<file path="config.mk">
export PLATFORM = sky130hd
export DESIGN_NAME = dsl_setpoint_latch
export DESIGN_NICKNAME = d
export VERILOG_FILES = /design/src/hdl/dsl_pkg.sv /design/src/hdl/dsl_if.sv /design/src/hdl/dsl_sampler.sv /design/src/hdl/dsl_setpoint_latch.sv
export SDC_FILE = /design/constraint.sdc
export NUM_CORES = 1
export LEC_CHECK = 0
export BUFFER_PORTS_ARGS = -buffer_cell sky130_fd_sc_hd__buf_2
export CORE_AREA = 4 4 172 174
export DETAILED_ROUTE_END_ITERATION = 12
export DIE_AREA = 0 0 176 178
export GPL_ROUTABILITY_DRIVEN = 0
export PLACE_DENSITY = 0.4
export SLEW_MARGIN = 10
export SYNTH_ARGS = -nofsm -noshare
export SYNTH_HDL_FRONTEND = slang
export SYNTH_SLANG_ARGS = --single-unit
</file>
<file path="constraint.sdc">
create_clock -name clk_sys -period 9.65 [get_ports clk_sys]
set_input_delay 0.965 -clock clk_sys [delete_from_list [all_inputs] [get_ports clk_sys]]
set_output_delay 0.965 -clock clk_sys [all_outputs]
set_load 0.005 [all_outputs]
</file>
<file path="src/hdl/dsl_pkg.sv">
// constants and types of the digital setpoint input latch
// What this block does
// [RL1] sixteen parallel setpoint lines, decoded as BCD or binary by configuration
// [RL2] BCD mode: three digits up to 999, or four digits up to 9999
// [RL3] narrow binary: lines 0 to 11 only, unsigned, maximum FFF hex
// [RL4] wide binary: all sixteen lines, unsigned, maximum FFFF hex
// [RL5] read timing select equal to 1: sample only while strobe is active
// [RL6] strobe inactive: hold the last word sampled before it dropped
// [RL7] active level follows the drive's sink/source selection, tracking changes
// [RL8] far side drives strobe and holds data stable while strobe is active
// [RL9] BCD: four lines per digit, line 0 weight one, ones to thousands
// [RL10] BCD digit above nine rejects the word, previous value kept
// [RL11] input enable select of 9999 disables capture entirely
// [RL12] binary: word taken as hexadecimal, line 0 least significant
// [RL13] read timing select not 1: sample every cycle regardless of strobe
package dsl_pkg;
    localparam logic [31:0] ADDR_CTRL      = 32'h0000_0000;
    localparam logic [31:0] ADDR_INPUT_EN  = 32'h0000_0004;
    localparam logic [31:0] ADDR_TIMING    = 32'h0000_0008;
    localparam logic [31:0] ADDR_VALUE     = 32'h0000_000C;
    localparam logic [31:0] ADDR_RAW       = 32'h0000_0010;
    localparam logic [31:0] ADDR_STATUS    = 32'h0000_0014;
    // control register fields
    localparam int          CTRL_MODE_LSB  = 0;
    localparam int          CTRL_SOURCE_BIT = 2;
    localparam logic [1:0]  MODE_BCD3      = 2'h0;
    localparam logic [1:0]  MODE_BCD4      = 2'h1;
    localparam logic [1:0]  MODE_BIN12     = 2'h2;
    localparam logic [1:0]  MODE_BIN16     = 2'h3;
    localparam logic [2:0]  CTRL_RESET     = 3'h0;
    localparam logic [15:0] INPUT_EN_OFF   = 16'h270F;
    localparam logic [15:0] INPUT_EN_RESET = 16'h270F;
    localparam logic [15:0] TIMING_STROBED = 16'h0001;
    localparam logic [15:0] TIMING_RESET   = 16'h0000;
    localparam logic [15:0] VALUE_RESET    = 16'h0000;
    localparam logic [3:0]  DIGIT_MAX      = 4'h9;
    localparam logic [31:0] UNMAPPED_DATA  = 32'h0000_0000;
    // status bits
    localparam int          STAT_REJECT_BIT = 0;
    localparam int          STAT_ENABLE_BIT = 1;
    localparam int          STAT_SAMPLE_BIT = 2;

    typedef enum logic [1:0] {
        BUS_IDLE = 2'b01,
        BUS_ACK  = 2'b10
    } dsl_bus_state_t;

    function automatic logic [13:0] dsl_bcd_value(input logic [15:0] w, input logic four);
        logic [13:0] v;
        v = 14'(w[3:0]) + 14'(w[7:4]) * 14'h000A + 14'(w[11:8]) * 14'h0064;
        if (four) begin
            v = v + 14'(w[15:12]) * 14'h03E8;
        end
        return v;
    endfunction

    function automatic logic dsl_digit_bad(input logic [3:0] d);
        return d > DIGIT_MAX;
    endfunction
endpackage

</file>
<file path="src/hdl/dsl_if.sv">
// sampled word carried from the input stage to the decoder
`timescale 1ns/100ps
interface dsl_if;
    logic [15:0] word;
    logic        take;
    modport src (output word, output take);
    modport dst (input word, input take);
endinterface

</file>
<file path="src/hdl/dsl_sampler.sv">
// input stage: level correction and sample timing of the setpoint lines
`timescale 1ns/100ps
module dsl_sampler import dsl_pkg::*; (
    // clock and reset
    input  wire logic        clk_sys,
    input  wire logic        reset,
    input  wire logic        clkEn,
    // pins and configuration
    input  wire logic [15:0] setpointLines,
    input  wire logic        captureStrobe,
    input  wire logic        sourceLogic,
    input  wire logic        strobedMode,
    input  wire logic        enabled,
    // to the decoder
    dsl_if.src               smp
);
    logic [15:0] word_q;
    logic        take_q;
    logic        strobeOn;

    // sink logic: line pulled low means on; source: high means on
    assign strobeOn = sourceLogic ? captureStrobe : ~captureStrobe; // RL7

    always_ff @(posedge clk_sys or posedge reset) begin
        if (reset) begin
            word_q <= VALUE_RESET;
            take_q <= 1'b0;
        end else if (clkEn) begin
            word_q <= sourceLogic ? setpointLines : ~setpointLines; // RL7
            // held word lives downstream; no take means frozen
            take_q <= enabled && (!strobedMode || strobeOn); // RL5 RL6 RL11 RL13
        end
    end

    assign smp.word = word_q;
    assign smp.take = take_q;
endmodule // dsl_sampler

</file>
<file path="src/hdl/dsl_setpoint_latch.sv">
// top: wishbone register file and setpoint decode/hold
`timescale 1ns/100ps
module dsl_setpoint_latch import dsl_pkg::*; (
    // clock and reset
    input  wire logic        clk_sys,
    input  wire logic        reset,
    input  wire logic        clkEn,
    // setpoint pins
    input  wire logic [15:0] setpointLines,
    input  wire logic        captureStrobe,
    // wishbone slave
    input  wire logic        wb_cyc_i,
    input  wire logic        wb_stb_i,
    input  wire logic        wb_we_i,
    input  wire logic [31:0] wb_adr_i,
    input  wire logic [31:0] wb_dat_i,
    input  wire logic [3:0]  wb_sel_i,
    output logic      [31:0] wb_dat_o,
    output logic             wb_ack_o,
    // decoded setpoint
    output logic      [15:0] setpointValue,
    output logic             setpointUpdate
);
    dsl_if smp ();

    logic [2:0]     ctrl_q;
    logic [15:0]    inputEn_q;
    logic [15:0]    timing_q;
    logic [15:0]    value_q;
    logic [15:0]    raw_q;
    logic           reject_q;
    logic           update_q;
    logic [31:0]    rdat_q;
    logic           ack_q;
    dsl_bus_state_t bus_q;
    logic [1:0]     mode;
    logic           wordBad;
    logic [15:0]    decoded;
    logic           busReq;
    logic           busWr;

    assign mode = ctrl_q[CTRL_MODE_LSB +: 2];

    dsl_sampler dsl_sampler_inst (
        .clk_sys       (clk_sys),
        .reset         (reset),
        .clkEn         (clkEn),
        .setpointLines (setpointLines),
        .captureStrobe (captureStrobe),
        .sourceLogic   (ctrl_q[CTRL_SOURCE_BIT]),
        .strobedMode   (timing_q == TIMING_STROBED),
        .enabled       (inputEn_q != INPUT_EN_OFF),
        .smp           (smp.src)
    );

    // decode of the sampled word
    always_comb begin
        wordBad = 1'b0;
        decoded = VALUE_RESET;
        case (mode)
            MODE_BCD3: begin
                wordBad = dsl_digit_bad(smp.word[3:0]) || dsl_digit_bad(smp.word[7:4])
                       || dsl_digit_bad(smp.word[11:8]); // RL10
                decoded = {2'h0, dsl_bcd_value(smp.word, 1'b0)}; // RL2 RL9
            end
            MODE_BCD4: begin
                wordBad = dsl_digit_bad(smp.word[3:0]) || dsl_digit_bad(smp.word[7:4])
                       || dsl_digit_bad(smp.word[11:8])
                       || dsl_digit_bad(smp.word[15:12]); // RL10
                decoded = {2'h0, dsl_bcd_value(smp.word, 1'b1)}; // RL2 RL9
            end
            MODE_BIN12: decoded = {4'h0, smp.word[11:0]}; // RL3 RL12
            MODE_BIN16: decoded = smp.word; // RL4 RL12
            default: decoded = VALUE_RESET;
        endcase
    end

    // accepted value; held between takes and on a bad BCD word
    always_ff @(posedge clk_sys or posedge reset) begin
        if (reset) begin
            value_q  <= VALUE_RESET;
            raw_q    <= VALUE_RESET;
            update_q <= 1'b0;
        end else if (clkEn) begin
            update_q <= 1'b0;
            if (smp.take) begin
                raw_q <= smp.word;
                if (!wordBad) begin
                    value_q  <= decoded; // RL1 RL6 RL10
                    update_q <= 1'b1;
                end
            end
        end
    end

    assign busReq = wb_cyc_i && wb_stb_i && (bus_q == BUS_IDLE);
    // writes land at the edge where the master sees ack, request still held
    assign busWr  = wb_cyc_i && wb_stb_i && wb_we_i && (bus_q == BUS_ACK);

    // reject flag: sticky, cleared by writing 1; a new reject wins
    always_ff @(posedge clk_sys or posedge reset) begin
        if (reset) begin
            reject_q <= 1'b0;
        end else if (clkEn) begin
            if (smp.take && wordBad) begin
                reject_q <= 1'b1;
            end else if (busWr && wb_adr_i == ADDR_STATUS && wb_sel_i[0]
                         && wb_dat_i[STAT_REJECT_BIT]) begin
                reject_q <= 1'b0;
            end
        end
    end

    // configuration registers
    always_ff @(posedge clk_sys or posedge reset) begin
        if (reset) begin
            ctrl_q    <= CTRL_RESET;
            inputEn_q <= INPUT_EN_RESET;
            timing_q  <= TIMING_RESET;
        end else if (clkEn && busWr) begin
            case (wb_adr_i)
                ADDR_CTRL: begin
                    if (wb_sel_i[0]) begin
                        ctrl_q <= wb_dat_i[2:0];
                    end
                end
                ADDR_INPUT_EN: begin
                    if (wb_sel_i[0]) begin
                        inputEn_q[7:0] <= wb_dat_i[7:0];
                    end
                    if (wb_sel_i[1]) begin
                        inputEn_q[15:8] <= wb_dat_i[15:8];
                    end
                end
                ADDR_TIMING: begin
                    if (wb_sel_i[0]) begin
                        timing_q[7:0] <= wb_dat_i[7:0];
                    end
                    if (wb_sel_i[1]) begin
                        timing_q[15:8] <= wb_dat_i[15:8];
                    end
                end
                default: ;
            endcase
        end
    end

    // bus handshake: ack one cycle after the request, then one idle cycle
    always_ff @(posedge clk_sys or posedge reset) begin
        if (reset) begin
            bus_q  <= BUS_IDLE;
            ack_q  <= 1'b0;
            rdat_q <= UNMAPPED_DATA;
        end else if (clkEn) begin
            case (bus_q)
                BUS_IDLE: begin
                    ack_q <= busReq;
                    if (busReq) begin
                        bus_q <= BUS_ACK;
                        case (wb_adr_i)
                            ADDR_CTRL:     rdat_q <= {29'h0, ctrl_q};
                            ADDR_INPUT_EN: rdat_q <= {16'h0, inputEn_q};
                            ADDR_TIMING:   rdat_q <= {16'h0, timing_q};
                            ADDR_VALUE:    rdat_q <= {16'h0, value_q};
                            ADDR_RAW:      rdat_q <= {16'h0, raw_q};
                            ADDR_STATUS:   rdat_q <= {29'h0, smp.take,
                                                      inputEn_q != INPUT_EN_OFF, reject_q};
                            default:       rdat_q <= UNMAPPED_DATA;
                        endcase
                    end
                end
                BUS_ACK: begin
                    ack_q <= 1'b0;
                    bus_q <= BUS_IDLE;
                end
                default: begin
                    ack_q <= 1'b0;
                    bus_q <= BUS_IDLE;
                end
            endcase
        end
    end

    assign wb_dat_o       = rdat_q;
    assign wb_ack_o       = ack_q;
    assign setpointValue  = value_q;
    assign setpointUpdate = update_q;
endmodule // dsl_setpoint_latch

</file>
==> out/results.ini, run 1 <==
[setup_path]
critPathKind = reg2reg
crit_path_end_kind = flip-flop
start_kind = flip-flop
cp.arrival_ps = 4970
critPathMaxFanout = 7
critPathRequiredTime_ps = 9860

[grt]
use_met2_pct = 20.8
grt_pass1_wl_um = 31700
grt_pass1_vias = 5422
grt_max_degree = 63
track_usage_pct = 13.0
busiest_layer = met2
antenna_found_initial = 0
overflow = 0
use_met1_pct = 18.4
use_met3_pct = 2.25

[power]
ir_worst_vdd_mv = 0.0936
powerDensity_mw_per_mm2 = 204
swShare_pct = 39.2
clkPwrFrac_pct = 22.6
p_seq_share_pct = 32.8
p_int_mw = 1.00
leakagePower_nw = 3.74
p_comb_share_pct = 44.6
switchingPower_uw = 648

[timing]
timing.final.crit_share_pct = 49.3
finalClockSkew_ps = 12.2
hold_viol_final = 0
fin_crit_ps = 4760
setup_viol = 0
setup-tns-final_ps = 0
rsz0062_at_grt = no
tightestPinTransition_ps = 1010
holdWs_ps = 478
slew-limit-headroom_pct = 32.7
slew_violations = 0
fmax_mhz = 210

[logic_synthesis]
ys.flop_type = dfrtp_1
synth_edf_count = 0
synth-simple-area-share_pct = 12.2
synth-adder-area-share_pct = 13.2
synthCells = 671
synth.cell_area_mm2 = 0.00692
synth.area.mux_share_pct = 12.6
ys_seq_elements = 105
synthArstFlopShare_pct = 100
yosysWarnings = 0
yosysUniqueCellTypes = 67
synth_top_area_share_pct = 34.7
synth_compound_area_share_pct = 13.7
synth_seq_area_share_pct = 38.1
yosysTopAreaCell = dfrtp_1
synth_top_family_by_area = compound AO/OA/AOI/OAI gates
synth-xor-area-share_pct = 4.54
avgSynthCellArea_um2 = 10.3
yosys-top-cells-area = dfrtp_1 (35%), mux2_2 (11%), ha_1 (9.4%), o21ai_0 (3.9%), fa_1 (3.8%)

[clocking]
h-tree-depth = 3
numCtsBuffers = 9
clkSlewWorstSetupHoldPaths_ps = 80
cts_tree = yes
clock-sinks = 105
clock_latency_ps = 350
ctsLongestPathBuffers = 2
post_cts_buffers = 0
hold_buffers = 0
ctsResizeCount = 0
cts_root_buf = clkbuf_16

[route]
drc = 0
detail_route.wl_per_cell_um = 17.5
ant_nets = 0
first_pass_iters = 5
vias_per_cell = 4.59
drtIter0Drc = 240
routed_wl_um = 20200
vias = 5297

[final_layout]
fin_nets = 925
fillers = 2993
layout-drive-gt1-share_pct = 28.8
area_growth_pct = 16.9
instances_no_fill = 1153

[placement]
dpl.hpwl_um = 15900
portBuffers = 106
dp_cells = 1136

[min_path]
hold_path_class = reg2reg

[floorplanning]
die_y_um = 178
die_area_mm2 = 0.0313
die_w_um = 176
placementRows = 61
start_util_pct = 24.9
core_area_mm2 = 0.0278
ioPinCount = 141

[outcome]
status = finished, final reports clean

[flow_run]
cap_violations = 0

## routing by layer
metal  routed length, µm  vias to the layer above
li1                    -                     2588
met1                9890                     2593
met2                9300                      102
met3                 733                       14
met4                 292                        0
met5                   0                        -
## kinds of logic after synthesis
| logic type | Yosys count |
|---|---|
| buffers and inverters | 78 |
| XOR/XNOR | 34 |
| AND/OR/NAND/NOR | 167 |
| flip-flops | 105 |
| AO/OA/AOI/OAI | 142 |
| adder cells (fa/ha/maj) | 65 |
| other | 1 |
| multiplexers | 79 |
## power groups by stage
stage | clock, mW | sequential [mW] | combinational (mW)
floorplan | 0 | 0.522 | 0.577
global placement | 0 | 0.553 | 0.744
detailed placement | 0 | 0.553 | 0.744
CTS | 0.386 | 0.544 | 0.748
global route | 0.400 | 0.550 | 0.851
finish | 0.374 | 0.542 | 0.737
## cell type report
class | count | area, µm² | share of cell area, %
Tap cell | 378 | 473 | 5.84
Clock buffer | 10 | 239 | 2.95
Timing Repair Buffer | 113 | 583 | 7.20
Clock inverter | 6 | 58.8 | 0.726
Sequential cell | 105 | 2640 | 32.6
Antenna cell | 1 | 2.50 | 0.0309
Inverter | 37 | 141 | 1.75
Multi-Input combinational cell | 503 | 3960 | 48.9
## synth_stat cells (7+ instances only)
library cell  count
nand2_1          69
o21ai_0          54
dfrtp_1          96
dfstp_2           9
ha_1             52
xor2_1            8
nor2b_1           7
inv_1            36
nor4_1           12
mux2i_1          11
mux2_2           68
xnor2_1          25
clkbuf_1         19
nor2_1           24
fa_1             13
a222oi_1         13
buf_4            17
a21oi_1          28
nand3_1           7
nor3_1            7
## worst max-delay path, stage by stage, from the launching register on
cell and delay (ps):
dfrtp_1 530, ha_1 300, ha_1 230, fa_1 450, ha_1 290, ha_1 260, o31ai_2 440, nand2b_1 100
a21oi_1 190, xnor2_1 180, ha_1 330, nand2b_1 90, a21oi_1 40, mux2i_1 240, a211oi_2 140, or3_1 360
a31oi_1 300, o221ai_1 170
## stage by stage
step,setup slack (ps),total power [mW],area (µm²),util [%]
global placement,4880,1.30,7800,28.1
CTS,4870,1.68,8100,29.1
global route,4500,1.80,8100,29.1
finish,4890,1.65,8100,29.1
detailed placement,4890,1.30,7800,28.1
floorplan,5440,1.10,6980,-
## flip-flops by register name, summed over array words and instances, names as in the netlist
signal / cells
setpointUpdate: 1
dsl_sampler_inst.smp.take: 1
timing_q: 16
setpointValue: 16
reject_q: 1
bus_q: 2
wb_dat_o: 16
dsl_sampler_inst.smp.word: 16
wb_ack_o: 1
ctrl_q: 3
inputEn_q: 16
raw_q: 16
## cell usage in the layout, fill, tap and decap left out, drive strengths merged, types with 3 or more instances in the layout
cell,n
a22o,3
fa,13
clkinv,3
a222oi,13
a211oi,4
o211ai,3
nand2b,6
nand2,69
conb,16
nor3b,4
a21oi,28
a22oi,3
dfrtp,96
a21o,6
or3,6
o31ai,4
xor2,8
mux2,68
buf,113
nor2,24
clkbuf,10
nor2b,7
xnor2,25
a31oi,4
o221ai,4
o21ai,55
nand3,9
nand4,6
nor4,12
o21a,4
mux2i,11
inv,40
nor3,7
dfstp,9
ha,52
## final timing paths
check                                                         start                             to  slack, ps  depth (start not counted)
setup / recovery           dsl_sampler_inst.smp.word[7]$_DFFE_PP0P_  setpointValue[11]$_DFFE_PP0P_       4890                         17
hold / removal                              wb_dat_o[0]$_DFFE_PP0P_        wb_dat_o[0]$_DFFE_PP0P_        480                          2
setup reg to reg           dsl_sampler_inst.smp.word[7]$_DFFE_PP0P_  setpointValue[11]$_DFFE_PP0P_       4890                         17
hold reg to reg                             wb_dat_o[0]$_DFFE_PP0P_        wb_dat_o[0]$_DFFE_PP0P_        480                          2
max in group asynchronous                                     reset        wb_dat_o[1]$_DFFE_PP0P_       7710                          3
min in group asynchronous                                     reset       wb_dat_o[10]$_DFFE_PP0P_        670                          2
Power figures use the tool's default switching activity.
==> inputs of run 2 (changes only) <==
- ABC_AREA: not set -> 1
- CORE_AREA: 4 4 172 174 -> 4 4 175 177
- DIE_AREA: 0 0 176 178 -> 0 0 179 181
- PLACE_DENSITY: 0.4 -> 0.42
- clock period: 9.65 -> 4.05 ns (I/O delays scaled with it)
==> out/results.ini, run 2 <==
[grt]
grt_max_degree = 72  ; +14%
overflow = 0  ; unchanged
grt_pass1_vias = 6170  ; +14%
track_usage_pct = 14.1  ; +1.1 points
antenna_found_initial = 0  ; unchanged
grt_pass1_wl_um = 35400  ; +12%

[final_layout]
final_cell_mix = nand2_1 (252), buf_2 (106), inv_1 (105), dfrtp_1 (96), o21ai_0 (55)
fillers = 3186  ; +6.4%
fin_nets = 1210  ; +31%
n_antenna_cell = 0  ; -1
final_common_cell = nand2_1
area_growth_pct = 25.3
layout-drive-gt1-share_pct = 27.8  ; -1.0 points
final_area_mm2 = 0.00902  ; +11%

[timing]
finalClockSkew_ps = 17.2  ; +4.99 ps
hold_viol_final = 0  ; unchanged
slew-limit-headroom_pct = 22.3  ; -10 points
setup_viol = 0  ; unchanged
slew_violations = 0  ; unchanged
fmax_mhz = 260  ; +24%
setup-tns-final_ps = 0  ; unchanged
fin_crit_ps = 3850  ; -914 ps
timing.final.crit_share_pct = 95.0  ; +46 points
tightestPinTransition_ps = 1170  ; +160 ps
rsz0062_at_grt = no

[logic_synthesis]
yosysMostFrequentCell = nand2_1
synth_edf_count = 0  ; unchanged
synthArstFlopShare_pct = 100  ; unchanged
synth_seq_area_share_pct = 36.7  ; -1.5 points
synth_top_area_share_pct = 33.4  ; -1.3 points
ys_seq_elements = 105  ; unchanged
synth.cell_area_mm2 = 0.00720  ; +4.0%
synth_common_cells = nand2_1 (266), inv_1 (110), dfrtp_1 (96)
synthCells = 908  ; +35%
yosysWarnings = 0  ; unchanged
yosysTopAreaCell = dfrtp_1
yosysUniqueCellTypes = 47  ; -30%
avgSynthCellArea_um2 = 7.93  ; -23%
yosys-top-cells-area = dfrtp_1 (33%), nand2_1 (14%), ha_1 (9.0%), inv_1 (5.7%), o21ai_0 (4.0%)
ys.flop_type = dfrtp_1

[floorplanning]
placementRows = 63  ; +3.3%
die_area_mm2 = 0.0324  ; +3.4%
ioPinCount = 141  ; unchanged
die_y_um = 181  ; +1.7%
core_area_mm2 = 0.0292  ; +5.3%
die_w_um = 179  ; +1.7%
start_util_pct = 24.6  ; -0.31 points

[route]
routed_wl_um = 23000  ; +14%
drtIter0Drc = 341  ; +42%
first_pass_iters = 5  ; unchanged
detail_route.wl_per_cell_um = 15.9  ; -9.3%
ant_nets = 0  ; unchanged
vias_per_cell = 4.42  ; -3.8%
drc = 0  ; unchanged
vias = 6404  ; +21%

[power]
leakagePower_nw = 4.60  ; +23%
finalPower_mw = 4.35  ; +160%
powerDensity_mw_per_mm2 = 482  ; +140%
ir_worst_vdd_mv = 0.251  ; +170%

[setup_path]
critPathRequiredTime_ps = 4290  ; -5570 ps
rrSetupSlack_ps = 200  ; -4690 ps
start_kind = flip-flop
r2r.worst_path.cells = 22  ; +5
critPathKind = reg2reg
critPathMaxFanout = 4  ; -3
crit_path_end_kind = flip-flop
cp.arrival_ps = 4090  ; -880 ps
r2r_start = dsl_sampler_inst.smp.word[7]$_DFFE_PP0P_
crit-reg2reg-capture = setpointValue[11]$_DFFE_PP0P_

[flow_run]
cap_violations = 0  ; unchanged

[min_path]
hold_path_class = in2async

[clocking]
numCtsBuffers = 9  ; unchanged
cts_root_buf = clkbuf_16
hold_buffers = 0  ; unchanged
clock_latency_ps = 370  ; +20 ps
ctsLongestPathBuffers = 2  ; unchanged
clkSlewWorstSetupHoldPaths_ps = 90  ; about the same
clock-sinks = 105  ; unchanged
cts_tree = yes
h-tree-depth = 3  ; unchanged

[placement]
dpl.hpwl_um = 18200  ; +15%
place_area_mm2 = 0.00839  ; +7.5%
portBuffers = 106  ; unchanged

[outcome]
status = finished, final reports clean

==> run 2: what timing repair did <==
action,4_1_cts,5_1_grt
gates resized for setup,7,48
pin swaps,1,27
cloned,0,0
setup endpoints to repair,6,7
setup buffers,0,5
==> run 2: critical path, stage by stage (launching register included) <==
cell	delay (ps)
dfrtp_1	420
ha_4	260
ha_4	160
fa_2	590
ha_4	210
ha_4	230
nand2_2	70
nand2_2	70
a21oi_2	100
inv_1	60
or2_4	220
nand2_2	80
inv_2	40
ha_4	280
nand2_2	50
nor2_2	120
a211oi_2	50
nor2_1	100
nand3_1	90
nand2_2	100
nand3_2	80
o211ai_1	240
a21oi_1	100
==> run 2: per-stage QoR <==
step | worst slack, ps | util (%) | cells | hold slack (ps)
6_report | 203 | 30.8 | 1449 | 235
5_1_grt | 3.66 | 30.8 | 1449 | 284
4_1_cts | 15.8 | 29.9 | 1444 | 273
3_5_place_dp | -116 | 28.7 | 1428 | 463
3_3_place_gp | -65.1 | 28.7 | 1428 | 460
2_1_floorplan | 3.40 | - | 923 | 449
==> run 2: layout make-up <==
type                            count  area [µm²]  area share (%)
Sequential cell                   105        2640            29.3
Inverter                          113         429            4.76
Clock buffer                        9         225            2.50
Clock inverter                      7        82.6           0.915
Tap cell                          390         488            5.41
Timing Repair Buffer              160         948            10.5
Multi-Input combinational cell    665        4210            46.7
==> run 2: worst max-delay path by stage <==
stage / start / cells after the start / slack [ps] / end
2_1_floorplan: dsl_sampler_inst.smp.word[5]$_DFFE_PP0P_ / 22 / 3 / setpointValue[9]$_DFFE_PP0P_
3_3_place_gp: dsl_sampler_inst.smp.word[5]$_DFFE_PP0P_ / 22 / -70 / setpointValue[9]$_DFFE_PP0P_
3_5_place_dp: dsl_sampler_inst.smp.word[5]$_DFFE_PP0P_ / 22 / -120 / setpointValue[9]$_DFFE_PP0P_
4_1_cts: dsl_sampler_inst.smp.word[5]$_DFFE_PP0P_ / 22 / 20 / setpointValue[11]$_DFFE_PP0P_
5_1_grt: dsl_sampler_inst.smp.word[7]$_DFFE_PP0P_ / 22 / 4 / setpointValue[11]$_DFFE_PP0P_
6_report: dsl_sampler_inst.smp.word[7]$_DFFE_PP0P_ / 22 / 200 / setpointValue[11]$_DFFE_PP0P_
==> run 2: per-layer routing <==
layer / up-vias / global-route usage, % / part of all wire (%)
li1: 3206 / - / -
met1: 3051 / 20.0 / 48
met2: 137 / 23.0 / 47
met3: 10 / 1.67 / 3.9
met4: 0 / 3.04 / 0.99
met5: - / 0 / 0
==> run 2: power by group <==
part / switching (mW) / internal, mW
sequential: 0.101 / 1.15
combinational: 1.14 / 1.03
clock: 0.482 / 0.443
==> run 2: cell families (layout without fill, tap and decap cells) <==
logic type               Yosys count  in the layout  share of synthesized area (%)
AO/OA/AOI/OAI                    148            148                           13.1
XOR/XNOR                          27             27                           3.29
adder cells (fa/ha/maj)           65             65                           12.7
buffers and inverters            153            289                           9.68
flip-flops                       105            105                           36.7
other                              1             16                         0.0521
AND/OR/NAND/NOR                  409            409                           24.6
